### src/core/tsie_consts.vh
// Constants for the stage interrupt enable block
`ifndef TSIE_CONSTS_VH
`define TSIE_CONSTS_VH
`define TSIE_ADDR_W 10
`define TSIE_DATA_W 16
`define TSIE_STAGES 12
`define TSIE_ADDR_HIGH_MASK 10'h006
`define TSIE_ADDR_DONE_MASK 10'h007
`define TSIE_ADDR_HIGH_STAT 10'h009
`define TSIE_MASK_RESET 12'h000
`define TSIE_STAT_RESET 12'h000
`define TSIE_RDATA_RESET 16'h0000
`endif

### src/core/tsie_stage_irq.v
// Stage interrupt masks, high-limit status and interrupt output
`timescale 1ns/10ps
`default_nettype none
`include "tsie_consts.vh"

// Operation
// - The high-limit mask at 0x006 is readable and writable, bit n for stage n, reset to zero.
// - An enabled stage whose result is over its high threshold drives the interrupt output.
// - A stage whose high-limit mask bit is zero never contributes its high-limit status to the interrupt output.
// - The high-limit mask covers stages 0 to 11 on bits 0 to 11, upper bits unused.
// - The conversion-done mask at 0x007 is readable and writable, bit n for stage n, reset zero.
// - An enabled stage drives the interrupt output when its conversion finishes.
// - A read-only high-limit status bit per stage at 0x009 is set when the limit was exceeded.
// - Status bits clear after the host reads them, unless the limit is still exceeded.
module tsie_stage_irq (
    input wire clk, // 200 MHz clock
    input wire reset_n, // Asynchronous reset, active low
    input wire ce, // Clock enable, freezes all state except the reset synchronizer when low
    input wire [`TSIE_ADDR_W-1:0] reg_addr, // Register address
    input wire [`TSIE_DATA_W-1:0] reg_wdata, // Register write data
    input wire reg_wr, // Write strobe, one cycle
    input wire reg_rd, // Read strobe, one cycle
    input wire [`TSIE_STAGES-1:0] stage_over_high, // Result above high threshold, level
    input wire [`TSIE_STAGES-1:0] stage_done, // Conversion finished, one-cycle pulse
    output reg [`TSIE_DATA_W-1:0] reg_rdata_q, // Read data, valid the cycle after reg_rd
    output reg int_n_q // Interrupt output, active low
);

    localparam PAD_W = `TSIE_DATA_W - `TSIE_STAGES;

    // Reset release path
    reg rst_meta_q;
    reg rst_sync_q;

    // Host-visible masks, bit n for stage n
    reg [`TSIE_STAGES-1:0] high_mask_q;
    reg [`TSIE_STAGES-1:0] done_mask_q;
    wire [`TSIE_STAGES-1:0] high_mask_d;
    wire [`TSIE_STAGES-1:0] done_mask_d;

    // Event memory: visible high status and hidden done pending
    reg [`TSIE_STAGES-1:0] high_stat_q;
    reg [`TSIE_STAGES-1:0] done_pend_q;
    wire [`TSIE_STAGES-1:0] high_stat_d;
    wire [`TSIE_STAGES-1:0] done_pend_d;

    // Per-stage sources after masking
    wire [`TSIE_STAGES-1:0] high_src;
    wire [`TSIE_STAGES-1:0] done_src;
    wire any_high;
    wire any_done;
    wire any_src;
    reg int_n_d;

    // Register port decode
    wire sel_high_mask;
    wire sel_done_mask;
    wire sel_high_stat;
    wire wr_high_mask;
    wire wr_done_mask;
    wire stat_rd;
    reg [`TSIE_DATA_W-1:0] rdata_d;

    genvar i;
    genvar j;
    genvar k;

    function hit;
        input [`TSIE_ADDR_W-1:0] a;
        input [`TSIE_ADDR_W-1:0] target;
        begin
            hit = (a == target);
        end
    endfunction

    // Stored fields are 12 bits; the bus word is always 16
    function [`TSIE_DATA_W-1:0] pad_word;
        input [`TSIE_STAGES-1:0] v;
        begin
            pad_word = {{PAD_W{1'b0}}, v};
        end
    endfunction

    // Write-enable merge shared by both masks
    function write_bit;
        input held;
        input we;
        input wbit;
        begin
            if (we) begin
                write_bit = wbit;
            end else begin
                write_bit = held;
            end
        end
    endfunction

    // Set wins over clear, so an event in the read cycle is never lost
    function event_bit;
        input held;
        input clr;
        input fresh;
        begin
            event_bit = (held & ~clr) | fresh;
        end
    endfunction

    // Reset released through two flops
    // All state flops then leave reset on the same edge
    always @(posedge clk or negedge reset_n) begin
        if (!reset_n) begin
            rst_meta_q <= 1'b0;
            rst_sync_q <= 1'b0;
        end else begin
            rst_meta_q <= 1'b1;
            rst_sync_q <= rst_meta_q;
        end
    end

    assign sel_high_mask = hit(reg_addr, `TSIE_ADDR_HIGH_MASK);
    assign sel_done_mask = hit(reg_addr, `TSIE_ADDR_DONE_MASK);
    assign sel_high_stat = hit(reg_addr, `TSIE_ADDR_HIGH_STAT);
    assign wr_high_mask = reg_wr && sel_high_mask;
    assign wr_done_mask = reg_wr && sel_done_mask;
    assign stat_rd = reg_rd && sel_high_stat;

    // Upper data bits are unused, so writes to them are dropped
    generate
        for (i = 0; i < `TSIE_STAGES; i = i + 1) begin : g_mask
            assign high_mask_d[i] = write_bit(high_mask_q[i], wr_high_mask, reg_wdata[i]);
            assign done_mask_d[i] = write_bit(done_mask_q[i], wr_done_mask, reg_wdata[i]);
        end
    endgenerate

    // A done pulse lasts one cycle, so it is held until the next status read;
    // the pending bits are not visible to the host
    generate
        for (j = 0; j < `TSIE_STAGES; j = j + 1) begin : g_event
            assign high_stat_d[j] = event_bit(high_stat_q[j], stat_rd, stage_over_high[j]);
            assign done_pend_d[j] = event_bit(done_pend_q[j], stat_rd, stage_done[j]);
        end
    endgenerate

    // Masked-off stages still record events but never reach the pin
    generate
        for (k = 0; k < `TSIE_STAGES; k = k + 1) begin : g_source
            assign high_src[k] = high_mask_q[k] & high_stat_q[k];
            assign done_src[k] = done_mask_q[k] & done_pend_q[k];
        end
    endgenerate

    assign any_high = |high_src;
    assign any_done = |done_src;
    assign any_src = any_high | any_done;

    // Pin is active low
    always @* begin
        int_n_d = ~any_src;
    end

    // Unmapped addresses read as zero
    always @* begin
        rdata_d = {`TSIE_DATA_W{1'b0}};
        case (reg_addr)
            `TSIE_ADDR_HIGH_MASK: begin
                rdata_d = pad_word(high_mask_q);
            end
            `TSIE_ADDR_DONE_MASK: begin
                rdata_d = pad_word(done_mask_q);
            end
            `TSIE_ADDR_HIGH_STAT: begin
                rdata_d = pad_word(high_stat_q);
            end
            default: begin
                rdata_d = {`TSIE_DATA_W{1'b0}};
            end
        endcase
    end

    // Masks; a read and a write of the same mask in one cycle
    // return the value from before the write
    always @(posedge clk or negedge rst_sync_q) begin
        if (!rst_sync_q) begin
            high_mask_q <= `TSIE_MASK_RESET;
            done_mask_q <= `TSIE_MASK_RESET;
        end else if (ce) begin
            high_mask_q <= high_mask_d;
            done_mask_q <= done_mask_d;
        end
    end

    // Event memory; events seen while ce is low are not recorded
    always @(posedge clk or negedge rst_sync_q) begin
        if (!rst_sync_q) begin
            high_stat_q <= `TSIE_STAT_RESET;
            done_pend_q <= `TSIE_STAT_RESET;
        end else if (ce) begin
            high_stat_q <= high_stat_d;
            done_pend_q <= done_pend_d;
        end
    end

    // Read data holds until the next read
    always @(posedge clk or negedge rst_sync_q) begin
        if (!rst_sync_q) begin
            reg_rdata_q <= `TSIE_RDATA_RESET;
        end else if (ce && reg_rd) begin
            reg_rdata_q <= rdata_d;
        end
    end

    // Registered so the pin cannot glitch while sources change
    always @(posedge clk or negedge rst_sync_q) begin
        if (!rst_sync_q) begin
            int_n_q <= 1'b1;
        end else if (ce) begin
            int_n_q <= int_n_d;
        end
    end

endmodule
`default_nettype wire

### config.mk
export PLATFORM = sky130hd
export DESIGN_NAME = tsie_stage_irq
export DESIGN_NICKNAME = d
export VERILOG_FILES = /design/src/core/tsie_stage_irq.v
export VERILOG_INCLUDE_DIRS = /design/src /design/src/core
export SDC_FILE = /design/constraint.sdc
export NUM_CORES = 1
export LEC_CHECK = 0
export ABC_AREA = 1
export BUFFER_PORTS_ARGS = -buffer_cell sky130_fd_sc_hd__buf_2
export CORE_ASPECT_RATIO = 1.2
export CORE_UTILIZATION = 50
export CTS_BUF_LIST = sky130_fd_sc_hd__clkbuf_4
export CTS_CLUSTER_SIZE = 30
export DETAILED_ROUTE_END_ITERATION = 8
export MAX_ROUTING_LAYER = met4
export PLACE_DENSITY_LB_ADDON = 0.1
export SYNTH_ARGS = -nofsm -noshare
export SYNTH_HDL_FRONTEND = slang
export SYNTH_SLANG_ARGS = --single-unit
### constraint.sdc
create_clock -name clk -period 2.1 [get_ports clk]
set_clock_uncertainty 0.1 [all_clocks]
set_input_delay 0.42 -clock clk [delete_from_list [all_inputs] [get_ports clk]]
set_output_delay 0.42 -clock clk [all_outputs]
set_load 0.005 [all_outputs]
==> out/results.md, run 1 <==
| Stage | Metric | Value |
| --- | --- | --- |
| timing | Period Utilization, post-route | 0.7567 |
| floorplan | Chip Height | 88.16 microns |
| timing | Number of slew-limit violations in the final report | 0 |
| power and ir drop | Static Leak | 0.001901 uW |
| clock tree | Quantity of gates resized following cts | 0 |
| timing | Final worst setup slack | 510.9 ps |
| clock tree | Setup bufs post-CTS | 0 |
| drt | DR vias/cell | 4.894 |
| grt | Via count of the first global-routing pass | 2608 |
| status | Outcome | completed |
| power and ir drop | Cell-internal power | 1755 uW |
| power and ir drop | Switching fraction of total power | 0.2390 |
| drt | Final ANT Viol Nets | 0 |
| synth | Number of distinct library cells after synthesis | 21 |
| layout | Non-Filler Instances | 554 |
| grt | Global-route wire length before repair | 12.02 mm |
| layout | Total Nets Final | 522 |
| setup path | Critical path cell sequence | buf_2 |
| drt | Number of iterations in the first detailed-routing pass | 5 |
| layout | Share of layout cells above drive strength 1 | 0.2140 |
| power and ir drop | Power per cell area | 630.4 nW/um^2 |
| drt | Sum of routed wire length over all layers | 7.067 mm |
| timing | Post-Route Hold Slack | 88.28 ps |
| floorplan | Floorplan die width | 73.80 microns |
| run | Reported max-cap violation count | 0 |
| clock tree | Clk_lat worst skew | 420 ps |
| grt | Total congestion overflow | 0 |
| power and ir drop | Sequential Power Share | 0.531 |
| synth | Mapped Avg Cell Area | 7.694 sq um |
| grt | Antenna violations before repair | 0 |
| drt | Final routed wire length divided by cell count | 12.76 microns |
| synth | Post-synthesis cell area | 3093 sq um |
| power and ir drop | Power share of the clock group | 0.396 |
| grt | Global-route total usage across every layer | 0.2616 |
| setup path | Cell family contributing the most delay on the critical path | flip-flops |
| floorplan | Effective utilization at floorplan | 0.5145 |
| layout | Syn-to-layout area delta | 18.28% |
| synth | Number of standard cells after synthesis | 402 |
| power and ir drop | Combinational cell fraction of total power | 0.073 |
| layout | Number of antenna repair diodes | 0 |
| clock tree | Clock tree from TritonCTS | built |
| floorplan | Cell row count | 31 |
| power and ir drop | Post-route total power | 2306 uW |
| synth | Post-synthesis sequential area ratio | 0.5101 |
| layout | Fillcell total | 554 |
| setup path | Buf/Inv on CP | 1 |
| floorplan | Number of I/O pins | 72 |
| placed design | Pre-CTS setup slack | 330.8 ps |
| clock tree | H-tree lvl count | 3 |
| placed design | Post-Place Cells | 537 |
| clock tree | Cts bufs inserted | 9 |
| clock tree | Clock buffer depth | 2 |
| setup path | Critical path's slowest cell | sky130_fd_sc_hd__dfstp_2 |
| drt | Initial detailed-routing violation count | 223 |
| placed design | Post-detailed-placement half-perimeter wirelength | 5.052 mm |
| setup path | Arr. time, crit path | 1070 ps |
| timing | RSZ-0062 raised after global routing | false |
| drt | Via count of the routed design | 2711 |
| clock tree | Clock tree root driver cell | sky130_fd_sc_hd__clkbuf_4 |
| setup path | Nature of the critical path startpoint | flop |
| placed design | Routability Congestion | 0.8143 |
| setup path | Setup CP Type | flop to output pin |
| grt | Largest net degree at the start of global routing | 62 |
| power and ir drop | Maximum resistive drop on vdd | 358.1 uV |
| timing | Setup violators final | 0 |
| synth | Synth Register Bits | 63 |
| setup path | Maximum fanout count along the critical path | 2 |
| floorplan | Core Region | 6012 sq um |
| timing | Hold Violations, Final | 0 |
| synth | Number of warnings printed during yosys synthesis | 0 |
| hold path | Path type of the worst min-delay path | input pin to flop |
| clock tree | Clock tree sinks | 63 |
| setup path | CP endpoint kind | output pin |
| placed design | PortBufs | 63 |
| timing | Final sum of negative setup slack | 0 ps |
| clock tree | Number of hold buffers added after cts | 1 |
| drt | DRC Markers | 0 |
| setup path | Maximum single-stage delay on the critical path | 550 ps |
| floorplan | Die footprint | 6505 sq um |
| clock tree | Reg clk slew, reported paths | 110 ps |
| timing | Maximum clock rate | 629.3 MHz |
| power and ir drop | Power spent charging and discharging nets | 551.3 uW |
| timing | Final period demand of the worst path | 1589 ps |
| setup path | Data required, critical path | 1580 ps |
synth_stat cells:
cell | instances | share of area
sky130_fd_sc_hd__inv_1 | 47 | 0.057
sky130_fd_sc_hd__nor2_1 | 6 | 0.0073
sky130_fd_sc_hd__clkbuf_2 | 1 | 0.0016
sky130_fd_sc_hd__nand3b_4 | 1 | 0.0065
sky130_fd_sc_hd__nor3_1 | 1 | 0.0016
sky130_fd_sc_hd__buf_2 | 12 | 0.019
sky130_fd_sc_hd__dfrtp_1 | 62 | 0.50
sky130_fd_sc_hd__o21ai_1 | 44 | 0.071
sky130_fd_sc_hd__a21oi_1 | 1 | 0.0016
sky130_fd_sc_hd__nor2_2 | 3 | 0.0061
sky130_fd_sc_hd__nand4_1 | 15 | 0.030
sky130_fd_sc_hd__nand2_2 | 3 | 0.0061
sky130_fd_sc_hd__conb_1 | 2 | 0.0024
sky130_fd_sc_hd__o21ai_0 | 4 | 0.0065
sky130_fd_sc_hd__dfstp_2 | 1 | 0.0085
sky130_fd_sc_hd__clkbuf_1 | 6 | 0.0073
sky130_fd_sc_hd__nand3_2 | 1 | 0.0032
sky130_fd_sc_hd__buf_4 | 5 | 0.012
sky130_fd_sc_hd__nand2_1 | 146 | 0.18
sky130_fd_sc_hd__nor2_4 | 3 | 0.011
sky130_fd_sc_hd__nand3_1 | 38 | 0.061
per-stage QoR:
step | cell area (sq um) | util
2_1_floorplan | 3104 | -
3_3_place_gp | 3493 | 0.5811
3_5_place_dp | 3493 | 0.5811
4_1_cts | 3659 | 0.6085
5_1_grt | 3659 | 0.6085
6_report | 3659 | 0.6085
power groups by stage:
| stage | clock network, uW | logic, uW | registers [uW] |
|---|---|---|---|
| 3_3_place_gp | 0 | 168 | 1250 |
| 2_1_floorplan | 0 | 74.9 | 1260 |
| 3_5_place_dp | 0 | 169 | 1250 |
| 6_report | 913 | 169 | 1220 |
| 5_1_grt | 981 | 193 | 1230 |
| 4_1_cts | 934 | 171 | 1220 |
flip-flops by register name (all words and copies together) (netlist names):
name / cells
rst_meta_q: 1
rst_sync_q: 1
high_stat_q: 12
done_pend_q: 12
int_n_q: 1
high_mask_q: 12
reg_rdata_q: 12
done_mask_q: 12
layout make-up:
cell class	instances	area, sq um	area share
clock buffers	9	67.56	0.01847
clock inverters	7	87.58	0.02394
inverters	47	176.4	0.04822
multi-input cells	271	1225	0.3348
flip-flops and latches	63	1579	0.4316
well taps	82	102.6	0.02804
repair buffers	75	420.4	0.1149
placed cells by master, fill, tap and decap left out, drive strengths merged:
cell	count
nand2	149
dfrtp	62
nand3b	1
buf	74
inv	47
nand4	15
nor2	12
clkbuf	9
a21oi	1
clkinv	3
nor3	1
nand3	39
dfstp	1
dlygate4sd3	1
clkinvlp	2
conb	5
o21ai	48
bufinv	2
final timing paths:
check,start,endpoint,slack [ps],depth (start not counted)
worst max-delay path,int_n_q$_DFFE_PN1P_,int_n_q,510,1
worst min-delay path,stage_done[6],done_pend_q[6]$_DFFE_PN0P_,90,3
worst max register to register,high_stat_q[0]$_DFFE_PN0P_,int_n_q$_DFFE_PN1P_,940,7
worst min register to register,rst_sync_q$_DFF_PN0_,done_mask_q[3]$_DFFE_PN0P_,170,1
max in group asynchronous,rst_sync_q$_DFF_PN0_,int_n_q$_DFFE_PN1P_,1400,1
min in group asynchronous,rst_sync_q$_DFF_PN0_,done_mask_q[3]$_DFFE_PN0P_,170,1
layer usage:
layer | track usage | vias to the layer above | wire (microns) | share of wire
met5 | - | - | 0 | 0
met4 | 0.1241 | 0 | 187 | 0.026
met3 | 0.05293 | 15 | 381 | 0.054
met2 | 0.4045 | 95 | 3242 | 0.46
met1 | 0.3279 | 1199 | 3257 | 0.46
li1 | - | 1402 | - | -
logic make-up (layout without fill, tap and decap cells):
logic type             after synthesis  after routing  synth area share
buffers and inverters               71            138           0.09749
and+or+nand+nor                    217            217            0.3107
other                                2              5          0.002428
DFF                                 63             63            0.5101
AOI/OAI and AO/OA                   49             49           0.07929
(Power assumes the default switching activity.)
==> run 2: changes to the inputs <==
Clock period 2.1 ns to 1.57 ns, I/O delays scaled along.
==> run 2 against run 1 <==
Compared with the run above: die area is the same; largest power group unchanged; flip-flop and latch count is the same; non-clock buffer count grew 26; critical path type unchanged; highest routed layer unchanged; combinational power grew 62%; wire length grew 8.4%; setup slack lost 410 ps.
==> out/results.md, run 2 (same netlist as run 1, synthesis figures left out) <==
| Stage | Metric | Value | Change |
| --- | --- | --- | --- |
| setup path | Buf/Inv on CP | 1 | unchanged |
| floorplan | Die footprint | 6505 sq um | unchanged |
| grt | Global-route wire length before repair | 12.95 mm | +7.8% |
| drt | Initial detailed-routing violation count | 250 | +12% |
| timing | Final worst setup slack | 103.4 ps | -407.6 ps |
| layout | Most common cell after layout, fill and taps aside | sky130_fd_sc_hd__nand2_1 |  |
| power and ir drop | Post-route total power | 2972 uW | +29% |
| setup path | Setup CP Type | flop to output pin |  |
| setup path | Critical path's slowest cell | sky130_fd_sc_hd__dfstp_2 |  |
| setup path | CP endpoint kind | output pin |  |
| clock tree | Clock tree sinks | 63 | unchanged |
| clock tree | Clk_lat worst skew | 420 ps | about the same |
| power and ir drop | Combinational cell fraction of total power | 0.092 | +0.019 |
| power and ir drop | Cell-internal power | 2239 uW | +28% |
| setup path | Arr. time, crit path | 1050 ps | -20 ps |
| power and ir drop | Power share of the clock group | 0.356 | -0.040 |
| power and ir drop | Static Leak | 0.002020 uW | +6.2% |
| layout | Syn-to-layout area delta | 26.66% |  |
| setup path | Nature of the critical path startpoint | flop |  |
| timing | Hold Violations, Final | 0 | unchanged |
| power and ir drop | Sequential Power Share | 0.552 | +0.021 |
| clock tree | Clock tree root driver cell | sky130_fd_sc_hd__clkbuf_4 |  |
| drt | Number of iterations in the first detailed-routing pass | 4 | -1 |
| timing | Post-Route Hold Slack | 8.083 ps | -80.20 ps |
| setup path | Beginning of the critical path | int_n_q$_DFFE_PN1P_ |  |
| setup path | Critical path cell sequence | buf_2 |  |
| clock tree | H-tree lvl count | 3 | unchanged |
| grt | Via count of the first global-routing pass | 2679 | +2.7% |
| power and ir drop | Switching fraction of total power | 0.2466 | +0.007566 |
| power and ir drop | Power spent charging and discharging nets | 732.8 uW | +33% |
| layout | Number of antenna repair diodes | 0 | unchanged |
| timing | RSZ-0062 raised after global routing | false |  |
| timing | Final sum of negative setup slack | 0 ps | unchanged |
| floorplan | Core Region | 6012 sq um | unchanged |
| drt | Final ANT Viol Nets | 0 | unchanged |
| setup path | Number of cell instances on the worst register-to-register path | 7 | unchanged |
| setup path | Cell family contributing the most delay on the critical path | flip-flops |  |
| placed design | PortBufs | 63 | unchanged |
| timing | Number of slew-limit violations in the final report | 0 | unchanged |
| setup path | Start of the worst register-to-register path | high_stat_q[0]$_DFFE_PN0P_ |  |
| timing | Final period demand of the worst path | 1467 ps |  |
| clock tree | Setup bufs post-CTS | 0 | unchanged |
| setup path | Data required, critical path | 1160 ps | -420 ps |
| setup path | Maximum fanout count along the critical path | 2 | unchanged |
| status | Outcome | completed |  |
| clock tree | Clock buffer depth | 2 | unchanged |
| placed design | Pre-CTS setup slack | -37.19 ps | -368.0 ps |
| floorplan | Floorplan die width | 73.80 microns | unchanged |
| power and ir drop | Maximum resistive drop on vdd | 465.7 uV | +30% |
| floorplan | Number of I/O pins | 72 | unchanged |
| drt | Via count of the routed design | 2879 | +6.2% |
| setup path | Reg-to-reg setup timing slack | 420 ps | -520 ps |
| placed design | Post-detailed-placement half-perimeter wirelength | 5.302 mm | +4.9% |
| drt | DR vias/cell | 4.972 | +1.6% |
| clock tree | Cts bufs inserted | 9 | unchanged |
| grt | Total congestion overflow | 0 | unchanged |
| setup path | Worst flop-to-flop path endpoint | int_n_q$_DFFE_PN1P_ |  |
| power and ir drop | Power per cell area | 758.6 nW/um^2 | +20% |
| setup path | Maximum single-stage delay on the critical path | 540 ps | about the same |
| floorplan | Chip Height | 88.16 microns | unchanged |
| run | Reported max-cap violation count | 0 | unchanged |
| timing | Maximum clock rate | 681.8 MHz |  |
| floorplan | Effective utilization at floorplan | 0.5145 | unchanged |
| layout | Most frequent cells in the layout | 146 x sky130_fd_sc_hd__nand2_1, 63 x sky130_fd_sc_hd__buf_2, 61 x sky130_fd_sc_hd__dfrtp_1 |  |
| layout | Total Nets Final | 548 | +5.0% |
| drt | Sum of routed wire length over all layers | 7.659 mm | +8.4% |
| timing | Period Utilization, post-route | 0.9342 |  |
| grt | Global-route total usage across every layer | 0.2812 | +0.01957 |
| drt | DRC Markers | 0 | unchanged |
| floorplan | Cell row count | 31 | unchanged |
| hold path | Path type of the worst min-delay path | flop to async pin |  |
| grt | Antenna violations before repair | 0 | unchanged |
| layout | Share of layout cells above drive strength 1 | 0.2093 | -0.004728 |
| grt | Largest net degree at the start of global routing | 38 | -39% |
| drt | Final routed wire length divided by cell count | 13.23 microns | +3.7% |
| clock tree | Clock tree from TritonCTS | built |  |
| timing | Setup violators final | 0 | unchanged |
| clock tree | Reg clk slew, reported paths | 110 ps | about the same |
| placed design | Routability Congestion | 0.8420 | +3.4% |
[run 2: how the worst max path moves through the flow]
stage,end,slack [ps],depth (start not counted)
CTS,int_n_q,90,1
global placement,done_mask_q[2]$_DFFE_PN0P_,20,7
detailed placement,done_mask_q[7]$_DFFE_PN0P_,-40,7
floorplan,done_mask_q[10]$_DFFE_PN0P_,240,7
global route,int_n_q,60,1
finish,int_n_q,100,1
[run 2: per-stage QoR]
| step | area [sq um] | util | cells |
|---|---|---|---|
| 2_1_floorplan | 3105 | - | 405 |
| 3_3_place_gp | 3561 | 0.5923 | 541 |
| 3_5_place_dp | 3561 | 0.5923 | 541 |
| 4_1_cts | 3908 | 0.6499 | 578 |
| 5_1_grt | 3918 | 0.6516 | 579 |
| 6_report | 3918 | 0.6516 | 579 |
[run 2: power groups by stage]
stage               sequential [uW]  clock (uW)  combinational [uW]
floorplan                      1690           0                 100
detailed placement             1670           0                 228
global route                   1640        1160                 304
finish                         1640        1060                 273
global placement               1670           0                 224
CTS                            1640        1080                 270
[run 2: area by class of cell]
class                   count  area, sq um
fillers                   533         2095
repair buffers            101        708.2
well taps                  82        102.6
flip-flops and latches     63         1579
inverters                  47        176.4
clock buffers              10        75.07
clock inverters             5        51.30
multi-input cells         271         1225
[run 2: per-layer routing]
| metal | global-route usage | part of all wire | vias to the layer above |
|---|---|---|---|
| met4 | 0.1084 | 0.020 | 0 |
| met1 | 0.3589 | 0.44 | 1325 |
| met3 | 0.05063 | 0.043 | 10 |
| met2 | 0.4437 | 0.49 | 97 |
| met5 | - | 0 | - |
| li1 | - | - | 1447 |
[run 2: timing repair]
action | CTS | global route
hold buffers | 22 | 1
resized for setup | 0 | 0
hold endpoints to repair | 23 | 1
[run 2: worst register-to-register path: stages, from the launching register on]
cell and delay (ps):
sky130_fd_sc_hd__dfrtp_1 440, sky130_fd_sc_hd__nand2_1 90, sky130_fd_sc_hd__nand2_1 50, sky130_fd_sc_hd__nor2_1 110
sky130_fd_sc_hd__nand4_1 100, sky130_fd_sc_hd__nor2_1 90, sky130_fd_sc_hd__nand2_1 50, sky130_fd_sc_hd__nand2_1 60
